File: src/pkg/tcc_pkg.sv
// Package with register map, field layout and carriers for the transmit channel control block.
package tcc_pkg;

    localparam int          NUM_CH          = 3;
    localparam int          REG_IDX_W       = 8;

    // Printed register indices; byte address is four times the index.
    localparam logic [7:0]  TX_CTRL_IDX_CH0 = 8'h04;
    localparam logic [7:0]  TX_CTRL_IDX_CH1 = 8'h0c;
    localparam logic [7:0]  TX_CTRL_IDX_CH2 = 8'h14;
    localparam logic [7:0]  RX_CTRL_IDX_CH0 = 8'h05;
    // Index of the extra mode register holding per-channel rate and PRBS enables.
    localparam logic [7:0]  MODE_IDX_CH0    = 8'h06;
    localparam logic [7:0]  CH_STRIDE       = 8'h08;

    localparam int          BIT_BUILDOUT    = 0;
    localparam int          BIT_EDGE_SEL    = 1;
    localparam int          BIT_ALL_ONES    = 2;
    localparam int          BIT_ERR_INSERT  = 4;
    localparam int          BIT_MON_SEL     = 5;
    localparam logic [7:0]  TX_CTRL_MASK    = 8'h37;
    localparam logic [7:0]  TX_CTRL_RESET   = 8'h00;

    // Mode register fields.
    localparam int          BIT_E3_MODE     = 0;
    localparam int          BIT_PRBS_GEN_EN = 1;
    localparam int          BIT_PRBS_RX_EN  = 2;
    localparam logic [7:0]  MODE_MASK       = 8'h07;
    localparam logic [7:0]  MODE_RESET      = 8'h00;

    typedef struct packed {
        logic       pos;
        logic       neg;
    } tcc_rail_s;

    typedef struct packed {
        logic       mon_internal;
        logic       err_insert;
        logic       all_ones;
        logic       edge_rising;
        logic       buildout_on;
        logic       e3_mode;
        logic       prbs_gen_en;
        logic       prbs_rx_en;
    } tcc_cfg_s;

endpackage

File: src/design/tcc_channel.sv
// One transmit channel: clock edge sampling, all-ones override and error-insert pulse.
`timescale 1ns/1ns
`default_nettype none
module tcc_channel (
    input  wire logic               sys_clk,
    input  wire logic               reset_n,
    input  wire tcc_pkg::tcc_cfg_s  cfg,
    input  wire logic               line_clk_sync,
    input  wire tcc_pkg::tcc_rail_s rail_sync,
    output var  tcc_pkg::tcc_rail_s line_out,
    output var  logic               line_strobe,
    output var  logic               error_inject,
    output var  logic               buildout_enable,
    output var  logic               monitor_internal
);

    typedef struct packed {
        logic               clk_prev;
        logic               err_prev;
        logic               inject_pend;
        logic               inject;
        logic               strobe;
        tcc_pkg::tcc_rail_s data;
        logic               buildout;
        logic               mon;
    } tcc_ch_state_s;

    tcc_ch_state_s state_reg;
    tcc_ch_state_s state_next;

    always_comb begin
        logic rise;
        logic fall;
        logic take;
        rise = line_clk_sync & ~state_reg.clk_prev;
        fall = ~line_clk_sync & state_reg.clk_prev;
        take = cfg.edge_rising ? rise : fall;
        state_next = state_reg;
        state_next.clk_prev = line_clk_sync;
        state_next.err_prev = cfg.err_insert;
        state_next.inject = 1'b0;
        state_next.strobe = take;
        // An insert request waits for the next bit slot so that exactly one bit is hit.
        if (cfg.err_insert && !state_reg.err_prev && cfg.prbs_gen_en && cfg.prbs_rx_en) begin
            state_next.inject_pend = 1'b1;
        end
        if (take) begin
            if (cfg.all_ones) begin
                state_next.data = '{pos: 1'b1, neg: 1'b0};
            end else begin
                state_next.data = rail_sync;
            end
            if (state_reg.inject_pend) begin
                state_next.inject = 1'b1;
                state_next.inject_pend = 1'b0;
            end
        end
        if (!(cfg.prbs_gen_en && cfg.prbs_rx_en)) begin
            state_next.inject_pend = 1'b0;
        end
        state_next.buildout = cfg.buildout_on & ~cfg.e3_mode;
        state_next.mon = cfg.mon_internal;
        if (!reset_n) begin
            state_next = '0;
        end
    end

    always_ff @(posedge sys_clk) begin
        state_reg <= state_next;
    end

    assign line_out = state_reg.data;
    assign line_strobe = state_reg.strobe;
    assign error_inject = state_reg.inject;
    assign buildout_enable = state_reg.buildout;
    assign monitor_internal = state_reg.mon;

endmodule
`default_nettype wire

File: src/design/tcc_top.sv
// Three-channel transmit control register bank with Wishbone slave and rail sampling.
//
// Overview of operation
// - Each 0 to 1 change of error-insert corrupts exactly one generator bit.
// - Error-insert acts only when generator and receiver of the channel are enabled.
// - All-ones set replaces system data with continuous unframed all-ones.
// - All-ones clear forwards system data unchanged to the line.
// - Edge select 0 samples rails on falling clock edge, 1 on rising.
// - Edge selection applies independently per channel.
// - Build-out bit enables or disables the channel pulse shaper.
// - Build-out is ignored in E3 line rate.
// - Transmit control decodes at indices 0x04, 0x0c and 0x14.
// - Monitor select picks external inputs at 0, internal pads at 1.
`timescale 1ns/1ns
`default_nettype none
module tcc_top (
    input  wire logic                       sys_clk,
    input  wire logic                       reset_n,
    input  wire logic                       wb_cyc_i,
    input  wire logic                       wb_stb_i,
    input  wire logic                       wb_we_i,
    input  wire logic [31:0]                wb_adr_i,
    input  wire logic [3:0]                 wb_sel_i,
    input  wire logic [31:0]                wb_dat_i,
    output var  logic [31:0]                wb_dat_o,
    output var  logic                       wb_ack_o,
    input  wire logic [2:0]                 transmit_line_clock,
    input  wire logic [2:0]                 positive_rail_input,
    input  wire logic [2:0]                 negative_rail_input,
    output var  logic [2:0]                 line_pos,
    output var  logic [2:0]                 line_neg,
    output var  logic [2:0]                 line_strobe,
    output var  logic [2:0]                 error_inject,
    output var  logic [2:0]                 buildout_enable,
    output var  logic [2:0]                 monitor_internal
);

    typedef struct packed {
        logic [2:0][7:0]    tx_ctrl;
        logic [2:0][7:0]    rx_ctrl;
        logic [2:0][7:0]    mode;
        logic               ack;
        logic [31:0]        rdata;
        logic [2:0]         clk_s1;
        logic [2:0]         clk_s2;
        logic [2:0]         pos_s1;
        logic [2:0]         pos_s2;
        logic [2:0]         neg_s1;
        logic [2:0]         neg_s2;
    } tcc_top_state_s;

    tcc_top_state_s state_reg;
    tcc_top_state_s state_next;

    // Kind of register a word index selects, and for which channel.
    function automatic logic [3:0] reg_decode(input logic [31:0] adr);
        logic [29:0] idx;
        logic [3:0]  res;
        idx = adr[31:2];
        res = 4'h0;
        for (int c = 0; c < tcc_pkg::NUM_CH; c++) begin
            if (idx == 30'(tcc_pkg::TX_CTRL_IDX_CH0 + 8'(c) * tcc_pkg::CH_STRIDE)) begin
                res = {2'b01, 2'(c)};
            end
            if (idx == 30'(tcc_pkg::RX_CTRL_IDX_CH0 + 8'(c) * tcc_pkg::CH_STRIDE)) begin
                res = {2'b10, 2'(c)};
            end
            if (idx == 30'(tcc_pkg::MODE_IDX_CH0 + 8'(c) * tcc_pkg::CH_STRIDE)) begin
                res = {2'b11, 2'(c)};
            end
        end
        return res;
    endfunction

    always_comb begin
        logic [3:0] dec;
        logic [1:0] ch;
        logic       req;
        dec = reg_decode(wb_adr_i);
        ch = dec[1:0];
        req = wb_cyc_i & wb_stb_i & ~state_reg.ack;
        state_next = state_reg;
        state_next.clk_s1 = transmit_line_clock;
        state_next.clk_s2 = state_reg.clk_s1;
        state_next.pos_s1 = positive_rail_input;
        state_next.pos_s2 = state_reg.pos_s1;
        state_next.neg_s1 = negative_rail_input;
        state_next.neg_s2 = state_reg.neg_s1;
        // Every access, mapped or not, is acknowledged so the bus never hangs.
        state_next.ack = req;
        state_next.rdata = 32'h0000_0000;
        if (req) begin
            unique case (dec[3:2])
                2'b01: begin
                    state_next.rdata = {24'h00_0000, state_reg.tx_ctrl[ch]};
                    if (wb_we_i && wb_sel_i[0]) begin
                        state_next.tx_ctrl[ch] = wb_dat_i[7:0] & tcc_pkg::TX_CTRL_MASK;
                    end
                end
                2'b10: begin
                    state_next.rdata = {24'h00_0000, state_reg.rx_ctrl[ch]};
                    if (wb_we_i && wb_sel_i[0]) begin
                        state_next.rx_ctrl[ch] = wb_dat_i[7:0] & 8'h3f;
                    end
                end
                2'b11: begin
                    state_next.rdata = {24'h00_0000, state_reg.mode[ch]};
                    if (wb_we_i && wb_sel_i[0]) begin
                        state_next.mode[ch] = wb_dat_i[7:0] & tcc_pkg::MODE_MASK;
                    end
                end
                2'b00: begin
                    state_next.rdata = 32'h0000_0000;
                end
            endcase
        end
        if (!reset_n) begin
            state_next = '0;
        end
    end

    always_ff @(posedge sys_clk) begin
        state_reg <= state_next;
    end

    assign wb_ack_o = state_reg.ack;
    assign wb_dat_o = state_reg.rdata;

    // Each channel takes only its own register, so edge choice is per channel.
    for (genvar g = 0; g < tcc_pkg::NUM_CH; g++) begin : g_ch
        tcc_pkg::tcc_cfg_s  cfg;
        tcc_pkg::tcc_rail_s rail;
        tcc_pkg::tcc_rail_s out;
        assign cfg.mon_internal = state_reg.tx_ctrl[g][tcc_pkg::BIT_MON_SEL];
        assign cfg.err_insert   = state_reg.tx_ctrl[g][tcc_pkg::BIT_ERR_INSERT];
        assign cfg.all_ones     = state_reg.tx_ctrl[g][tcc_pkg::BIT_ALL_ONES];
        assign cfg.edge_rising  = state_reg.tx_ctrl[g][tcc_pkg::BIT_EDGE_SEL];
        assign cfg.buildout_on  = state_reg.tx_ctrl[g][tcc_pkg::BIT_BUILDOUT];
        assign cfg.e3_mode      = state_reg.mode[g][tcc_pkg::BIT_E3_MODE];
        assign cfg.prbs_gen_en  = state_reg.mode[g][tcc_pkg::BIT_PRBS_GEN_EN];
        assign cfg.prbs_rx_en   = state_reg.mode[g][tcc_pkg::BIT_PRBS_RX_EN];
        assign rail.pos = state_reg.pos_s2[g];
        assign rail.neg = state_reg.neg_s2[g];
        tcc_channel tcc_channel_inst (
            .sys_clk          (sys_clk),
            .reset_n          (reset_n),
            .cfg              (cfg),
            .line_clk_sync    (state_reg.clk_s2[g]),
            .rail_sync        (rail),
            .line_out         (out),
            .line_strobe      (line_strobe[g]),
            .error_inject     (error_inject[g]),
            .buildout_enable  (buildout_enable[g]),
            .monitor_internal (monitor_internal[g])
        );
        assign line_pos[g] = out.pos;
        assign line_neg[g] = out.neg;
    end

endmodule
`default_nettype wire

File: config.mk
export PLATFORM = sky130hd
export DESIGN_NAME = tcc_top
export DESIGN_NICKNAME = d
export VERILOG_FILES = /design/src/pkg/tcc_pkg.sv /design/src/design/tcc_channel.sv /design/src/design/tcc_top.sv
export SDC_FILE = /design/constraint.sdc
export NUM_CORES = 1
export LEC_CHECK = 0
export BUFFER_PORTS_ARGS = -buffer_cell sky130_fd_sc_hd__buf_4
export CORE_ASPECT_RATIO = 0.7
export CORE_UTILIZATION = 52
export DETAILED_ROUTE_END_ITERATION = 8
export GPL_ROUTABILITY_DRIVEN = 0
export PLACE_DENSITY = 0.84
export SETUP_SLACK_MARGIN = 0.2
export SLEW_MARGIN = 20
export SYNTH_ARGS = -nofsm -noshare
export SYNTH_HDL_FRONTEND = slang
export SYNTH_HIERARCHICAL = 1
export SYNTH_SLANG_ARGS = --single-unit
File: constraint.sdc
create_clock -name sys_clk -period 2 [get_ports sys_clk]
set_input_delay 0.2 -clock sys_clk [delete_from_list [all_inputs] [get_ports sys_clk]]
set_output_delay 0.2 -clock sys_clk [all_outputs]
set_load 0.03 [all_outputs]
==> impl_metrics.tcl <==
set metrics [dict create \
    critPathLaunchType "register" \
    critPathTopFamily "simple AND/OR/NAND/NOR gates" \
    grt_pass1_vias 3589 \
    boundaryPins 133 \
    cp_slowest_stage_delay_ns 0.41 \
    syn_area_um2 4470 \
    layout-drive-gt1-share 0.239 \
    startpoint "wb_ack_o" \
    reg2reg_from "wb_ack_o" \
    yosysWarnings 6 \
    syn_avg_cell_area_um2 9.36 \
    yosysTopAreaCellShare 0.421 \
    regToRegEndpoint "wb_dat_o[3]" \
    end_kind "register" \
    num_antenna_cells 0 \
    syn_to_final_growth_pct 16.5 \
    root_buffer "clkbuf_16" \
    dr.pass1.iters 6 \
    via_per_inst 6.31 \
    initial_core_util 0.552 \
    grt_max_degree 70 \
    hold_class "in2reg" \
    seqPwrFrac 0.473 \
    port_buffers 75 \
    worst-path-buf-inv 0 \
    run_status "finished, final reports clean" \
    critical_path_class "reg2reg" \
    drt-total-wl_um 11500 \
    synth_edf_count 0 \
    path_clk_slew_ns 0.07 \
    num_vias 3961 \
    largest_reg_flops 30 \
    hold_viol 0 \
    p_int_w 0.00303 \
    ys_seq_elements 94 \
    slew_headroom 0.621 \
    power_switching_w 0.000984 \
    setup_viol 0 \
    reg2reg_depth 4 \
    synth_area_leaders "dfxtp_1 (42%), buf_4 (6.4%), nand4_1 (5.7%)" \
    overflow 0 \
    grt_pass1_wl_um 17700 \
    worstSetupEndpoint "wb_dat_o[3]" \
    cts.htree.levels 3 \
    drt-initial-drc-count 434 \
    worst_pin_slew_ns 0.569 \
    syn_inst 478 \
    cts_sinks 94 \
    max_freq_mhz 573 \
    fin_crit_ns 1.75 \
    nNetsFinal 604 \
    power_frac_clock 0.438 \
    yosysSeqAreaShare 0.421 \
    clockBufferDepth 2 \
    ys_types 53 \
    finalMaxSlewViolations 0 \
    ant_nets 0 \
    floorplan.rows 27 \
    powerDensity_nw_per_um2 771 \
    insertion_delay_ns 0.35 \
    synth_flop_cell "dfxtp_1" \
    fin_crit_sh 0.873 \
    core_um2 8110 \
    synth_top_area_cell "dfxtp_1" \
    combPwrFrac 0.089 \
    die_y_um 79.6 \
    grt_use_total 0.256 \
    required_ns 2.23 \
    leakage_nw 1.95 \
    p_sw_frac 0.245 \
    critPathMaxFanout 4 \
    post-dp-hpwl_um 7870 \
    drc_errors 0 \
    crit_arrival_ns 1.97 \
    rrSetupSlack_ns 0.25 \
    dieArea_um2 8990 \
    fin_worst_skew_ns 0.00675 \
    cp.depth 4 \
    async_flop_share 0 \
    die_width_um 113 \
    tns_ns 0 \
    rsz0062_at_grt "false" \
    total_power_w 0.00402 \
    path_cells "nand3b_1 -> nor2_2 -> nand3_1 -> nor4b_1" \
    cts_buffers 9 \
    avgRoutedWirePerCell_um 18.2 \
    grt_antenna_before_repair 0 \
    drv_cap 0 \
    vdd_drop_max_mv 0.434 \
    cp_slowest_cell "nor4b_1" \
    tritoncts "built" \
]
[metrics by stage]
step                hold WS, ns  instances  utilization  instance area, um2  worst slack [ns]
finish                   0.0523        628        0.643                5210             0.255
global route             0.0506        628        0.643                5210             0.189
CTS                      0.0526        627        0.640                5190             0.225
detailed placement        0.411        611        0.602                4880             0.151
global placement          0.410        611        0.602                4880             0.282
floorplan                 0.327        503            -                4570             0.421
[kinds of logic (layout without fill, tap and decap cells)]
family                 after synthesis  count (layout)  synth area share
flip-flops                          94              94             0.421
AND/OR/NAND/NOR                    170             170             0.263
buffers and inverters               81             105             0.104
AO/OA/AOI/OAI                      116             116             0.176
other                                1              26          0.000838
multiplexers                        16              16            0.0358
[worst register-to-register path, stage by stage, from the launching register on]
cell,delay [ns]
dfxtp_1,0.32
nand3b_1,0.31
nor2_2,0.31
nand3_1,0.27
nor4b_1,0.41
[what timing repair did]
action	CTS	global route
gates resized for setup	0	4
endpoints found under the setup margin	0	3
setup buffers	0	1
hold buffers	0	0
[cell usage after synthesis (all sizes together) (3+ instances only)]
master,n
a211o,5
a21oi,36
a22o,3
a31oi,4
and2,32
and3,11
and3b,4
buf,54
clkbuf,24
dfxtp,94
mux2i,16
nand2,27
nand2b,4
nand3,10
nand3b,8
nand4,42
nor2,4
nor2b,3
nor3b,4
nor4,9
nor4b,6
o21ai,11
o22ai,5
o31ai,33
o32ai,5
[power groups by stage]
stage | clock [W] | sequential (W) | combinational, W
finish | 0.00176 | 0.00190 | 0.000358
global route | 0.00184 | 0.00190 | 0.000375
CTS | 0.00176 | 0.00190 | 0.000345
floorplan | 0 | 0.00194 | 0.000249
detailed placement | 0 | 0.00194 | 0.000344
global placement | 0 | 0.00194 | 0.000334
[layout make-up]
cell class,count,area (um2)
well taps,101,126
clock buffers,11,243
flip-flops and latches,94,1880
repair buffers,86,646
multi-input cells,328,2240
clock inverters,5,66.3
fillers,668,2900
inverters,3,11.3
[layer usage]
layer | track usage | part of all wire | up-vias | wire [um]
li1 | - | - | 1808 | -
met1 | 0.328 | 0.41 | 1842 | 4680
met2 | 0.402 | 0.44 | 272 | 5090
met3 | 0.0858 | 0.12 | 39 | 1420
met4 | 0.0934 | 0.024 | 0 | 272
met5 | 0 | 0 | - | 0
[worst min path at each step]
stage	cells after the start	start	end	slack, ns
after floorplan	1	positive_rail_input[1]	state_reg[10]	0.33
after global placement	2	positive_rail_input[2]	state_reg[11]	0.41
after detailed placement	2	positive_rail_input[0]	state_reg[9]	0.41
after CTS	2	positive_rail_input[0]	state_reg[9]	0.05
after global routing	2	positive_rail_input[0]	state_reg[9]	0.05
final	2	positive_rail_input[0]	state_reg[9]	0.05
[layout by cell type (no fill, tap or decap), types with 3 or more instances in the layout]
cell type   n
a22o_1      3
nand2_1    27
nand2b_4    3
and2_1     28
dfxtp_1    94
and3b_1     4
and3_1     11
a31oi_1     4
buf_4      86
o21ai_0     8
o22ai_1     5
nor4_4      5
nand3_1     9
nor2b_1     3
clkbuf_16   9
a21oi_1    36
nor4_2      3
conb_1     26
nand3b_1    8
o21ai_2     3
nand4_1    41
nor2_1      3
and2_2      3
a211o_1     5
mux2i_1    16
o31ai_1    32
nor3b_1     4
o32ai_1     5
nor4b_1     4
(Power assumes the default switching activity.)
